--- src/logic/rps_params.svh ---
`ifndef RPS_PARAMS_SVH
`define RPS_PARAMS_SVH

// ----------------------------------------
// sizes
// ----------------------------------------
`define RPS_SEL_W 5
`define RPS_NUM_PINS 16
`define RPS_NUM_IN 14
`define RPS_NUM_OUT_REG 8
`define RPS_ADDR_W 6
`define RPS_DATA_W 16

// ----------------------------------------
// field positions
// ----------------------------------------
`define RPS_LO_LSB 0
`define RPS_HI_LSB 8
`define RPS_LOCK_BIT 6

// ----------------------------------------
// register indices
// ----------------------------------------
`define RPS_ADDR_IN0 6'h00
`define RPS_ADDR_IN1 6'h01
`define RPS_ADDR_IN3 6'h03
`define RPS_ADDR_IN7 6'h07
`define RPS_ADDR_IN10 6'h0a
`define RPS_ADDR_IN11 6'h0b
`define RPS_ADDR_IN18 6'h12
`define RPS_ADDR_IN20 6'h14
`define RPS_ADDR_IN21 6'h15
`define RPS_OUT_BASE 6'h20
`define RPS_OSC_ADDR 6'h3f

// ----------------------------------------
// codes and keys
// ----------------------------------------
`define RPS_SEL_RESET 5'h00
`define RPS_TIE_GND 5'h1f
`define RPS_OUT_NULL 5'h00
`define RPS_OUT_TX 5'h03
`define RPS_OUT_RTS 5'h04
`define RPS_OUT_SDO 5'h07
`define RPS_OUT_SCK 5'h08
`define RPS_OUT_SS 5'h09
`define RPS_OUT_OC1 5'h12
`define RPS_OUT_OC2 5'h13
`define RPS_KEY_FIRST 8'h45
`define RPS_KEY_SECOND 8'h67

`endif

--- src/logic/rps_pkg.sv ---
package rps_pkg;

   // ----------------------------------------
   // types
   // ----------------------------------------
   typedef logic [4:0] rps_sel_t;

   typedef enum logic [1:0] {
      RPS_KEY_IDLE = 2'b00,
      RPS_KEY_ONE = 2'b01,
      RPS_KEY_TWO = 2'b10
   } rps_key_e;

endpackage : rps_pkg

--- src/logic/rps_top.sv ---
// Notes on behaviour
// [RQ1] up to sixteen remappable pins carry remapped peripheral inputs and outputs
// [RQ2] each peripheral input has a 5-bit selector choosing its pin
// [RQ3] fourteen selectable inputs: irqs, timer clocks, captures, fault, serial, spi
// [RQ4] each pin has a 5-bit selector choosing the peripheral output
// [RQ5] output code zero leaves the pin with its port function
// [RQ6] code 3 routes serial transmit, code 4 serial request-to-send
// [RQ7] codes 7, 8, 9 route spi data, clock, select outputs
// [RQ8] codes 18 and 19 route compare outputs a and b
// [RQ9] remapped peripherals have no default pin, only software selection; inputs here reset to pin 0
// [RQ10] an active remapped output wins over port and other digital functions
// [RQ11] analog use of a pin always wins over remapping
// [RQ12] any mix of selections is accepted, no interlocks
// [RQ13] while locked, selector writes finish but change nothing
// [RQ14] lock bit is bit 6 of oscillator control; set blocks writes
// [RQ15] software writes 45h, 67h, then the lock value in one write
// [RQ16] lock holds its value until the next valid sequence
// [RQ17] shadow copies are compared continuously; mismatch raises a reset
// [RQ18] one-way option refuses clearing the lock once it was set
// [RQ19] one-way option is active unprogrammed; programmed allows many sessions
// [RQ20] all selectors reset to zero: inputs pin 0, outputs disconnected
// [RQ21] lock resets unlocked so writes work straight after reset
// [RQ22] input code 11111 ties to ground; 0 to 15 pick pins
// [RQ23] key writes and lock write must be consecutive writes, else abort
`include "rps_params.svh"

module rps_top (
   // clock and reset
   input wire logic clk_sys,
   input wire logic sys_rst,
   // register write port
   input wire logic wr_en,
   input wire logic [5:0] wr_addr,
   input wire logic [15:0] wr_data,
   // register read port
   input wire logic [5:0] rd_addr,
   output logic [15:0] rd_data,
   // configuration word
   input wire logic one_way_lock_option,
   // pins
   input wire logic [15:0] pin_in,
   input wire logic [15:0] analog_sel,
   input wire logic [15:0] port_out,
   input wire logic [15:0] port_oe,
   output logic [15:0] pin_out,
   output logic [15:0] pin_oe,
   // peripheral outputs to route
   input wire logic serial_transmit_out,
   input wire logic serial_request_to_send_out,
   input wire logic spi_data_out,
   input wire logic spi_clock_out,
   input wire logic spi_select_out,
   input wire logic compare_out_a,
   input wire logic compare_out_b,
   // peripheral inputs routed from pins
   output logic ext_irq_one,
   output logic ext_irq_two,
   output logic timer_b_clock_in,
   output logic timer_c_clock_in,
   output logic capture_ch_a,
   output logic capture_ch_b,
   output logic capture_ch_g,
   output logic capture_ch_h,
   output logic compare_fault_a,
   output logic serial_receive_in,
   output logic serial_clear_to_send_in,
   output logic spi_data_in,
   output logic spi_clock_in,
   output logic spi_select_in,
   // status
   output logic pin_map_lock,
   output logic cfg_mismatch_rst
);

   // ----------------------------------------
   // field map
   // ----------------------------------------
   function automatic logic [5:0] in_reg_addr(input int idx);
      case (idx)
         0: in_reg_addr = `RPS_ADDR_IN0;
         1: in_reg_addr = `RPS_ADDR_IN1;
         2, 3: in_reg_addr = `RPS_ADDR_IN3;
         4, 5: in_reg_addr = `RPS_ADDR_IN7;
         6, 7: in_reg_addr = `RPS_ADDR_IN10;
         8: in_reg_addr = `RPS_ADDR_IN11;
         9, 10: in_reg_addr = `RPS_ADDR_IN18;
         11, 12: in_reg_addr = `RPS_ADDR_IN20;
         default: in_reg_addr = `RPS_ADDR_IN21;
      endcase
   endfunction : in_reg_addr

   function automatic logic in_is_hi(input int idx);
      case (idx)
         0, 3, 5, 7, 10, 12: in_is_hi = 1'b1;
         default: in_is_hi = 1'b0;
      endcase
   endfunction : in_is_hi

   function automatic logic [5:0] out_reg_addr(input int pin);
      out_reg_addr = `RPS_OUT_BASE + 6'(pin >> 1);
   endfunction : out_reg_addr

   function automatic rps_pkg::rps_sel_t pick_field(input logic [15:0] d, input logic hi);
      pick_field = hi ? d[`RPS_HI_LSB +: `RPS_SEL_W] : d[`RPS_LO_LSB +: `RPS_SEL_W];
   endfunction : pick_field

   // ----------------------------------------
   // state
   // ----------------------------------------
   rps_pkg::rps_sel_t in_sel_ff [0:`RPS_NUM_IN-1];
   rps_pkg::rps_sel_t nxt_in_sel [0:`RPS_NUM_IN-1];
   rps_pkg::rps_sel_t out_sel_ff [0:`RPS_NUM_PINS-1];
   rps_pkg::rps_sel_t nxt_out_sel [0:`RPS_NUM_PINS-1];
   rps_pkg::rps_sel_t in_shadow_ff [0:`RPS_NUM_IN-1];
   rps_pkg::rps_sel_t out_shadow_ff [0:`RPS_NUM_PINS-1];
   rps_pkg::rps_key_e key_ff;
   rps_pkg::rps_key_e nxt_key;
   logic lock_ff;
   logic nxt_lock;
   logic set_once_ff;
   logic nxt_set_once;
   logic one_way_ff;
   logic [15:0] pin_meta_ff;
   logic [15:0] pin_sync_ff;
   logic [15:0] rd_data_ff;
   logic [15:0] nxt_rd_data;
   logic [15:0] pin_out_ff;
   logic [15:0] nxt_pin_out;
   logic [15:0] pin_oe_ff;
   logic [15:0] nxt_pin_oe;
   logic [`RPS_NUM_IN-1:0] periph_in_ff;
   logic [`RPS_NUM_IN-1:0] in_val;
   logic [15:0] out_drv;
   logic [15:0] out_val;
   logic mismatch;
   logic mismatch_ff;

   // ----------------------------------------
   // pin synchroniser
   // ----------------------------------------
   always_ff @(posedge clk_sys) begin
      pin_meta_ff <= pin_in;
      pin_sync_ff <= pin_meta_ff;
   end

   // ----------------------------------------
   // selector writes and lock sequence
   // ----------------------------------------
   always_comb begin
      nxt_in_sel = in_sel_ff;
      nxt_out_sel = out_sel_ff;
      nxt_key = key_ff;
      nxt_lock = lock_ff;
      nxt_set_once = set_once_ff;
      if (wr_en) begin
         if (wr_addr == `RPS_OSC_ADDR) begin
            case (key_ff) // [RQ15]
               rps_pkg::RPS_KEY_TWO: begin
                  nxt_key = rps_pkg::RPS_KEY_IDLE;
                  if (wr_data[`RPS_LOCK_BIT]) begin // [RQ14]
                     nxt_lock = 1'b1;
                     nxt_set_once = 1'b1;
                  end else if (!(one_way_ff && set_once_ff)) begin // [RQ18] [RQ19]
                     nxt_lock = 1'b0;
                  end
               end
               rps_pkg::RPS_KEY_ONE: begin
                  if (wr_data[7:0] == `RPS_KEY_SECOND) begin
                     nxt_key = rps_pkg::RPS_KEY_TWO;
                  end else if (wr_data[7:0] == `RPS_KEY_FIRST) begin
                     nxt_key = rps_pkg::RPS_KEY_ONE;
                  end else begin
                     nxt_key = rps_pkg::RPS_KEY_IDLE; // [RQ23]
                  end
               end
               default: begin
                  if (wr_data[7:0] == `RPS_KEY_FIRST) begin
                     nxt_key = rps_pkg::RPS_KEY_ONE;
                  end else begin
                     nxt_key = rps_pkg::RPS_KEY_IDLE;
                  end
               end
            endcase
         end else begin
            nxt_key = rps_pkg::RPS_KEY_IDLE; // [RQ23]
            if (!lock_ff) begin // [RQ13]
               for (int i = 0; i < `RPS_NUM_IN; i++) begin
                  if (wr_addr == in_reg_addr(i)) begin
                     nxt_in_sel[i] = pick_field(wr_data, in_is_hi(i)); // [RQ2] [RQ12]
                  end
               end
               for (int p = 0; p < `RPS_NUM_PINS; p++) begin
                  if (wr_addr == out_reg_addr(p)) begin
                     nxt_out_sel[p] = pick_field(wr_data, p[0]); // [RQ4] [RQ12]
                  end
               end
            end
         end
      end
   end

   always_ff @(posedge clk_sys) begin
      if (sys_rst) begin
         for (int i = 0; i < `RPS_NUM_IN; i++) begin
            in_sel_ff[i] <= `RPS_SEL_RESET; // [RQ20]
            in_shadow_ff[i] <= `RPS_SEL_RESET;
         end
         for (int p = 0; p < `RPS_NUM_PINS; p++) begin
            out_sel_ff[p] <= `RPS_SEL_RESET; // [RQ20] [RQ9]
            out_shadow_ff[p] <= `RPS_SEL_RESET;
         end
         key_ff <= rps_pkg::RPS_KEY_IDLE;
         lock_ff <= 1'b0; // [RQ21]
         set_once_ff <= 1'b0;
         one_way_ff <= one_way_lock_option; // [RQ19]
      end else begin
         in_sel_ff <= nxt_in_sel;
         out_sel_ff <= nxt_out_sel;
         in_shadow_ff <= nxt_in_sel; // [RQ17]
         out_shadow_ff <= nxt_out_sel;
         key_ff <= nxt_key;
         lock_ff <= nxt_lock; // [RQ16]
         set_once_ff <= nxt_set_once;
      end
   end

   // ----------------------------------------
   // shadow comparison
   // ----------------------------------------
   always_comb begin
      mismatch = 1'b0;
      for (int i = 0; i < `RPS_NUM_IN; i++) begin
         if (in_sel_ff[i] != in_shadow_ff[i]) begin
            mismatch = 1'b1; // [RQ17]
         end
      end
      for (int p = 0; p < `RPS_NUM_PINS; p++) begin
         if (out_sel_ff[p] != out_shadow_ff[p]) begin
            mismatch = 1'b1; // [RQ17]
         end
      end
   end

   // ----------------------------------------
   // input and output muxes
   // ----------------------------------------
   for (genvar i = 0; i < `RPS_NUM_IN; i++) begin : g_in
      rps_in_mux u_in (
         .pin_val(pin_sync_ff),
         .analog_sel(analog_sel),
         .sel(in_sel_ff[i]),
         .value(in_val[i])
      ); // [RQ3]
   end

   for (genvar p = 0; p < `RPS_NUM_PINS; p++) begin : g_out
      rps_out_mux u_out (
         .sel(out_sel_ff[p]),
         .serial_transmit_out(serial_transmit_out),
         .serial_request_to_send_out(serial_request_to_send_out),
         .spi_data_out(spi_data_out),
         .spi_clock_out(spi_clock_out),
         .spi_select_out(spi_select_out),
         .compare_out_a(compare_out_a),
         .compare_out_b(compare_out_b),
         .drive(out_drv[p]),
         .value(out_val[p])
      ); // [RQ1]
   end

   // ----------------------------------------
   // pin priority and readback
   // ----------------------------------------
   always_comb begin
      for (int p = 0; p < `RPS_NUM_PINS; p++) begin
         if (analog_sel[p]) begin // [RQ11]
            nxt_pin_out[p] = 1'b0;
            nxt_pin_oe[p] = 1'b0;
         end else if (out_drv[p]) begin // [RQ10]
            nxt_pin_out[p] = out_val[p];
            nxt_pin_oe[p] = 1'b1;
         end else begin // [RQ5]
            nxt_pin_out[p] = port_out[p];
            nxt_pin_oe[p] = port_oe[p];
         end
      end
      nxt_rd_data = '0;
      for (int i = 0; i < `RPS_NUM_IN; i++) begin
         if (rd_addr == in_reg_addr(i)) begin
            if (in_is_hi(i)) begin
               nxt_rd_data[`RPS_HI_LSB +: `RPS_SEL_W] = in_sel_ff[i];
            end else begin
               nxt_rd_data[`RPS_LO_LSB +: `RPS_SEL_W] = in_sel_ff[i];
            end
         end
      end
      for (int p = 0; p < `RPS_NUM_PINS; p++) begin
         if (rd_addr == out_reg_addr(p)) begin
            if (p[0]) begin
               nxt_rd_data[`RPS_HI_LSB +: `RPS_SEL_W] = out_sel_ff[p];
            end else begin
               nxt_rd_data[`RPS_LO_LSB +: `RPS_SEL_W] = out_sel_ff[p];
            end
         end
      end
      if (rd_addr == `RPS_OSC_ADDR) begin
         nxt_rd_data[`RPS_LOCK_BIT] = lock_ff; // [RQ14]
      end
   end

   always_ff @(posedge clk_sys) begin
      if (sys_rst) begin
         pin_out_ff <= '0;
         pin_oe_ff <= '0;
         periph_in_ff <= '0;
         rd_data_ff <= '0;
         mismatch_ff <= 1'b0;
      end else begin
         pin_out_ff <= nxt_pin_out;
         pin_oe_ff <= nxt_pin_oe;
         periph_in_ff <= in_val;
         rd_data_ff <= nxt_rd_data;
         mismatch_ff <= mismatch;
      end
   end

   assign pin_out = pin_out_ff;
   assign pin_oe = pin_oe_ff;
   assign rd_data = rd_data_ff;
   assign pin_map_lock = lock_ff;
   assign cfg_mismatch_rst = mismatch_ff;
   assign ext_irq_one = periph_in_ff[0];
   assign ext_irq_two = periph_in_ff[1];
   assign timer_b_clock_in = periph_in_ff[2];
   assign timer_c_clock_in = periph_in_ff[3];
   assign capture_ch_a = periph_in_ff[4];
   assign capture_ch_b = periph_in_ff[5];
   assign capture_ch_g = periph_in_ff[6];
   assign capture_ch_h = periph_in_ff[7];
   assign compare_fault_a = periph_in_ff[8];
   assign serial_receive_in = periph_in_ff[9];
   assign serial_clear_to_send_in = periph_in_ff[10];
   assign spi_data_in = periph_in_ff[11];
   assign spi_clock_in = periph_in_ff[12];
   assign spi_select_in = periph_in_ff[13];
endmodule : rps_top

--- src/logic/rps_in_mux.sv ---
`include "rps_params.svh"

module rps_in_mux (
   // pin side
   input wire logic [15:0] pin_val,
   input wire logic [15:0] analog_sel,
   // selector
   input wire rps_pkg::rps_sel_t sel,
   // peripheral side
   output logic value
);

   // ----------------------------------------
   // pick one pin, else ground
   // ----------------------------------------
   always_comb begin
      value = 1'b0;
      if (sel < 5'(`RPS_NUM_PINS)) begin // [RQ22]
         if (!analog_sel[sel[3:0]]) begin // [RQ11]
            value = pin_val[sel[3:0]]; // [RQ2]
         end
      end
   end

endmodule : rps_in_mux

--- src/logic/rps_out_mux.sv ---
`include "rps_params.svh"

module rps_out_mux (
   // selector
   input wire rps_pkg::rps_sel_t sel,
   // peripheral outputs
   input wire logic serial_transmit_out,
   input wire logic serial_request_to_send_out,
   input wire logic spi_data_out,
   input wire logic spi_clock_out,
   input wire logic spi_select_out,
   input wire logic compare_out_a,
   input wire logic compare_out_b,
   // pin side
   output logic drive,
   output logic value
);

   // ----------------------------------------
   // code to peripheral output
   // ----------------------------------------
   always_comb begin
      drive = 1'b1;
      value = 1'b0;
      case (sel) // [RQ4]
         `RPS_OUT_TX: value = serial_transmit_out; // [RQ6]
         `RPS_OUT_RTS: value = serial_request_to_send_out; // [RQ6]
         `RPS_OUT_SDO: value = spi_data_out; // [RQ7]
         `RPS_OUT_SCK: value = spi_clock_out; // [RQ7]
         `RPS_OUT_SS: value = spi_select_out; // [RQ7]
         `RPS_OUT_OC1: value = compare_out_a; // [RQ8]
         `RPS_OUT_OC2: value = compare_out_b; // [RQ8]
         default: drive = 1'b0; // [RQ5]
      endcase
   end

endmodule : rps_out_mux

--- config.mk ---
export PLATFORM = sky130hd
export DESIGN_NAME = rps_top
export DESIGN_NICKNAME = d
export VERILOG_FILES = /design/src/logic/rps_pkg.sv /design/src/logic/rps_top.sv /design/src/logic/rps_in_mux.sv /design/src/logic/rps_out_mux.sv
export VERILOG_INCLUDE_DIRS = /design/src /design/src/logic
export SDC_FILE = /design/constraint.sdc
export NUM_CORES = 1
export LEC_CHECK = 0
export ABC_CLOCK_PERIOD_IN_PS = 4700
export BUFFER_PORTS_ARGS = -buffer_cell sky130_fd_sc_hd__buf_2
export CORE_MARGIN = 10
export CORE_UTILIZATION = 57
export CTS_CLUSTER_SIZE = 8
export DETAILED_ROUTE_END_ITERATION = 7
export MAX_ROUTING_LAYER = met4
export PLACE_DENSITY = 0.78
export SYNTH_ARGS = -nofsm -noshare
export SYNTH_HDL_FRONTEND = slang
export SYNTH_SLANG_ARGS = --single-unit
--- constraint.sdc ---
create_clock -name clk_sys -period 4.7 [get_ports clk_sys]
set_input_delay 0.705 -clock clk_sys [delete_from_list [all_inputs] [get_ports clk_sys]]
set_output_delay 0.705 -clock clk_sys [all_outputs]
set_load 0.01 [all_outputs]
## Word level (Yosys, flattened, before mapping)

Cells that the tools add are included.

| word-level totals | value |
|---|---|
| register bits | 249 |
| bits in latches | 0 |
| bits in writable memories | 0 |
| memory bits (read-only) | 0 |
| input port bits | 103 |
| output and inout port bits | 64 |
| memories kept | 0 |

| operators by class | value |
|---|---|
| $add $sub $neg | 0 |
| multipliers | 0 |
| divide/modulo/power cells | 0 |
| $lt $le $gt $ge | 28 |
| equal/unequal tests | 152 |
| shifts and indexed selects | 0 |
| muxes and demuxes | 309 |
| bitwise operators | 17 |
| reduce and logical (&&, ||, !) cells | 68 |

Operators by type and width:

| cell | number |
|---|---|
| 2-to-1 mux 5 bit | 86 |
| 2-to-1 mux 6 bit | 27 |
| equality test 5 x 3 -> 1 bit, second input constant | 32 |
| equality test 5 x 4 -> 1 bit, second input constant | 32 |
| equality test 5 bit, second input constant | 32 |
| 2-to-1 mux 1 bit | 149 |
| binary-select mux 1 bit (select 4 bit) | 28 |
| case mux 1 bit (7 select lines) | 16 |
| OR reduction 7 bit | 16 |
| equality test 6 bit, second input constant | 18 |
| equality test 5 x 2 -> 1 bit, second input constant | 16 |
| AND reduction 4 bit | 19 |
| < comparator 4 x 5 -> 1 bit, second input constant | 14 |
| < comparator 5 bit, second input constant | 14 |
| equality test 6 bit | 9 |
| OR reduction 3 bit | 14 |
| OR reduction 2 bit | 17 |
| equality test 6 x 5 -> 1 bit, second input constant | 3 |
| inverter 1 bit | 17 |
| equality test 8 x 7 -> 1 bit, second input constant | 2 |
| equality test 6 x 4 -> 1 bit, second input constant | 2 |
| equality test 6 x 1 -> 1 bit, second input constant | 1 |
| equality test 6 x 2 -> 1 bit, second input constant | 1 |
| equality test 6 x 3 -> 1 bit, second input constant | 1 |
| 7 further kinds | 8 |

## Longest topological paths before layout

| logic depth | value |
|---|---|
| depth in word-level cells | 38 |
| gate-level depth with buffers | 8 |
| gate-level depth less buffers | 5 |

## By module

From an unflattened synthesis, not the netlist that was laid out.

| unflattened totals | value |
|---|---|
| cell total of the unflattened synthesis | 1873 |
| area, all modules | 15517.4 um^2 |

Modules (own cells, without submodules):

| module | instances | cells an instance | area each (um^2) | seq. area each (um^2) |
|---|---|---|---|---|
| rps_top | 1 | 1099 | 9967.1 | 4894.7 |
| rps_in_mux | 14 | 37 | 247.7 | 0.0 |
| rps_out_mux | 16 | 16 | 130.1 | 0.0 |

## Worst setup path before layout

No wires, ideal clock.

| timing | value |
|---|---|
| path type | input to register |
| start | input rd_addr[1] |
| end | register rd_data_ff[3] (netlist: rd_data[3]) |
| setup time | 0.086 ns |
| data arrival time | 2.204 ns |
| setup slack | 2.410 ns |
| cell stages on the path | 8 |
| buffers on the path | 3 |
| cell sequence | buf_2 -> nor2b_1 -> clkbuf_1 -> and2_1 -> buf_2 -> a2111oi_0 -> a311o_1 -> a221oi_2 |

| on the way | value |
|---|---|
| longest elaborated chain between the ends | 36 |

Ends and longest elaborated chain:

| item | RTL line | RTL |
|---|---|---|
| start, declared | rps_top.sv:36 | `input wire logic [5:0] rd_addr,` |
| logical NOT 6 bit | rps_top.sv:289 | `if (rd_addr == in_reg_addr(i)) begin` |
| 2-to-1 mux 5 bit | rps_top.sv:289 |  |
| 2-to-1 mux 5 bit | rps_top.sv:290 | `if (in_is_hi(i)) begin` |
| 2-to-1 mux 5 bit | rps_top.sv:289 |  |
| 2-to-1 mux 5 bit | rps_top.sv:290 |  |
| 2-to-1 mux 5 bit | rps_top.sv:289 |  |
| 2-to-1 mux 5 bit | rps_top.sv:290 |  |
| 2-to-1 mux 5 bit | rps_top.sv:289 |  |
| [14 not listed] | n/a |  |
| 2-to-1 mux 5 bit | rps_top.sv:290 |  |
| 2-to-1 mux 5 bit | rps_top.sv:289 |  |
| 2-to-1 mux 5 bit | rps_top.sv:290 |  |
| 2-to-1 mux 5 bit | rps_top.sv:289 |  |
| 2-to-1 mux 5 bit | rps_top.sv:290 |  |
| 2-to-1 mux 5 bit | rps_top.sv:289 |  |
| 2-to-1 mux 5 bit (7 in series) | rps_top.sv:298 | `if (rd_addr == out_reg_addr(p)) begin` |
| 2-to-1 mux 5 bit * | rps_top.sv:298 |  |
| end signal, assigned | rps_top.sv:322 | `rd_data_ff <= nxt_rd_data;` |
| end, declared | rps_top.sv:125 | `logic [15:0] rd_data_ff;` |

Mark *: on every way between the ends. The rest lies on a longest branch, timed or not.
A chain may end at the register's enable or synchronous reset.

## Worst setup path in the final report

| timing | value |
|---|---|
| start | input rd_addr[0] |
| end | register rd_data_ff[0] (netlist: rd_data[0]) |

The elaborated chain is that of the path after synthesis.

==> results.toml <==
[clock_tree]
cts_buffer_depth = 3
clk_pin_slew_worst_paths_ps = 50
clock-sinks = 244
htreeDepth = 2
postCtsHoldBufs = 0
post_cts_buffers = 0
ctsRootBufferMaster = "clkbuf_16"
cts-buffers-inserted = 36
clock_latency_ps = 520
post_cts_resized = 0
cts_tree = "built"

[critical_path]
reg2reg_from = "pin_map_lock"
worst-path-max-fanout = 26
crit_type = "in2reg"
timing.critical_path.from = "rd_addr[0]"
crit_family = "simple AND/OR/NAND/NOR gates"
worst-path-buf-inv = 1
critPathLaunchType = "input port"
critPathCaptureType = "flop"
worstPathArrival_ps = 3190
crit_path_top_delay_cell = "nor2b_1"
worstPathRequired_ps = 5020
critPathMaxStageDelay_ps = 850
crit_chain = "buf_2 -> nor2b_1 -> a32oi_1 -> nand3_1 -> a211oi_1 -> nor4b_1"

[floorplanning]
core_area_um2 = 23600
dieArea_um2 = 30700
die_y_um = 175
pin_count = 167
initial_core_util = 0.582
rows = 56
chipWidth_um = 175

[layout]
n_antenna_cell = 0
nets = 1691
drive_above_1_share = 0.204
area_growth_pct = 12.0
stdcell_area_um2 = 15400

[min_path]
hold_start = "pin_in[1]"
hp-class = "in2reg"

[timing]
worstMarginPinSlew_ps = 1150
fmax_ghz = 0.349
finalCriticalPeriod_ps = 2860
setup_viol = 0
final_hold_viol_count = 0
slew_viol_final = 0
slew_headroom = 0.230
rsz0062_at_grt = "false"
final.setup_skew_ps = 25.0
period_share = 0.609
tns_ps = 0

[placement]
hpwl_um = 32200
port_buffers = 157
placed_cell_area_um2 = 14400
gp_congestion = 0.980

[routing]
ant_nets = 0
viasPerCell = 6.93
drc = 0
wl_um = 48000
drt_iter0_markers = 1947
vias = 13200
drt-pass1-iter-count = 6
wire_per_inst_um = 25.1

[synthesis]
synthTopCellsByArea = "dfxtp_1 35%, mux4_2 12%, mux2i_1 7.0%"
synth-main-ff-cell = "dfxtp_1"
synth_edf_count = 1
synth-seq-cells = 244
yosysTopAreaCell = "dfxtp_1"
avgSynthCellArea_um2 = 8.94
synth_area_um2 = 13800
synthDistinctLibCells = 86
synth_async_sr_flop_share = 0
ys_warn_count = 0
ys_seq_area_frac = 0.356
netlist_instances = 1539
post-synth-top-area-fraction = 0.354

[power_and_ir_drop]
leakagePower_nw = 5.68
report.power.total_mw = 4.93
powerDensity_nw_per_um2 = 320
max-vdd-ir-drop_v = 0.000321

[grt]
grt.total_usage = 0.310
grt_remaining_overflow = 0
first_global_vias = 12600
grt_max_degree = 122
antenna_found_initial = 0
grt_pass1_wl_um = 73500

[status]
status = "completed"

[flow_run]
maxCapViolations = 0
-- report_power, final --
group	switching, mW	leakage, nW	internal (mW)
registers	0.0192	1.99	2.11
logic	0.299	3.21	0.152
clock network	0.908	0.486	1.44
-- worst reg2reg max path: stages (launching register included) --
cell	delay (ps)
dfxtp_1	380
or4b_1	630
nor3_1	170
buf_4	250
nand3_1	590
mux2i_1	380
nor2_1	60
-- cells in the final DEF (no fill, tap or decap), drive strengths merged, types with 8 or more instances in the layout --
master,n
nand2b,31
nor4b,12
a22oi,9
a21boi,8
o32ai,8
mux4,75
nand4b,9
o21a,13
o22ai,16
nand3b,15
or2,8
mux2,14
buf,171
nand3,101
nand2,144
inv,29
a31oi,18
nor3,38
a211oi,16
dfxtp,243
clkbuf,42
o31ai,12
a21oi,117
o22a,8
o221ai,12
and4b,9
o21ai,35
nor3b,10
nor2,133
mux2i,96
and2,10
nor2b,13
-- synth_stat cells (6+ instances only) --
library cell and instances:
a211oi_1 16, a21oi_1 117, a22oi_1 9, a311oi_1 7, a31oi_1 18, a32oi_1 6
and2_1 10, and4b_1 9, buf_1 9, buf_2 17, buf_4 6, clkbuf_1 133
dfxtp_1 243, inv_1 29, mux2_2 13, mux2i_1 96, mux4_2 75, nand2_1 143
nand2b_1 31, nand3_1 100, nand3b_1 15, nand4_1 6, nand4b_1 9, nand4bb_1 6
nor2_1 132, nor2b_1 13, nor3_1 37, nor3b_1 9, nor4b_1 9, o211ai_1 7
o21a_1 13, o21ai_0 30, o221ai_1 12, o22a_1 8, o22ai_1 16, o31ai_1 12
o32a_1 7, o32ai_1 8, or2_2 7, or3_1 6
-- per-layer routing --
layer	wire (um)	up-vias	share of wire	track usage
li1	-	5754	-	-
met1	18200	6212	0.38	0.395
met2	20400	1049	0.42	0.450
met3	6520	223	0.14	0.0787
met4	2840	0	0.059	0.159
met5	0	-	0	-
-- sequential cells by signal (all words and copies together), names as in the netlist, 2 cells and up --
name / count
pin_sync_ff: 16
periph_in_ff: 14
in_shadow_ff: 70
pin_oe: 16
key_ff: 2
out_shadow_ff: 80
rd_data: 11
pin_out: 16
pin_meta_ff: 16
-- kinds of logic (layout without fill, tap and decap cells) --
group,Yosys count,count (layout),synth area share
simple gates,571,571,0.216
compound gates,339,339,0.164
flops,244,244,0.356
buf+inv,197,244,0.0576
mux,185,185,0.204
fa+ha+maj,2,2,0.00182
other cells,1,6,0.000273
-- cell type report --
| type | instances | area, um2 |
|---|---|---|
| Timing Repair Buffer | 171 | 897 |
| Multi-Input combinational cell | 1103 | 8100 |
| Sequential cell | 244 | 4890 |
| Fill cell | 1934 | 8220 |
| Clock buffer | 42 | 976 |
| Inverter | 30 | 113 |
| Tap cell | 319 | 399 |
| Clock inverter | 1 | 16.3 |
-- metrics by stage --
stage,std cells,util,setup slack [ps],hold WS (ps)
2_1_floorplan,1544,-,2410,310
3_3_place_gp,1867,0.610,1580,310
3_5_place_dp,1867,0.610,1580,314
4_1_cts,1910,0.652,2070,288
5_1_grt,1910,0.652,1890,290
6_report,1910,0.652,1840,294
-- final timing paths --
| check | depth (start not counted) | end | slack [ps] |
|---|---|---|---|
| worst max-delay path | 6 | rd_data[0] | 1840 |
| worst max register to register | 6 | in_shadow_ff[50] | 2090 |
| worst min-delay path | 1 | pin_meta_ff[1] | 290 |
| worst min register to register | 0 | pin_sync_ff[15] | 320 |
Note: power is estimated with default switching activity, not from simulation.
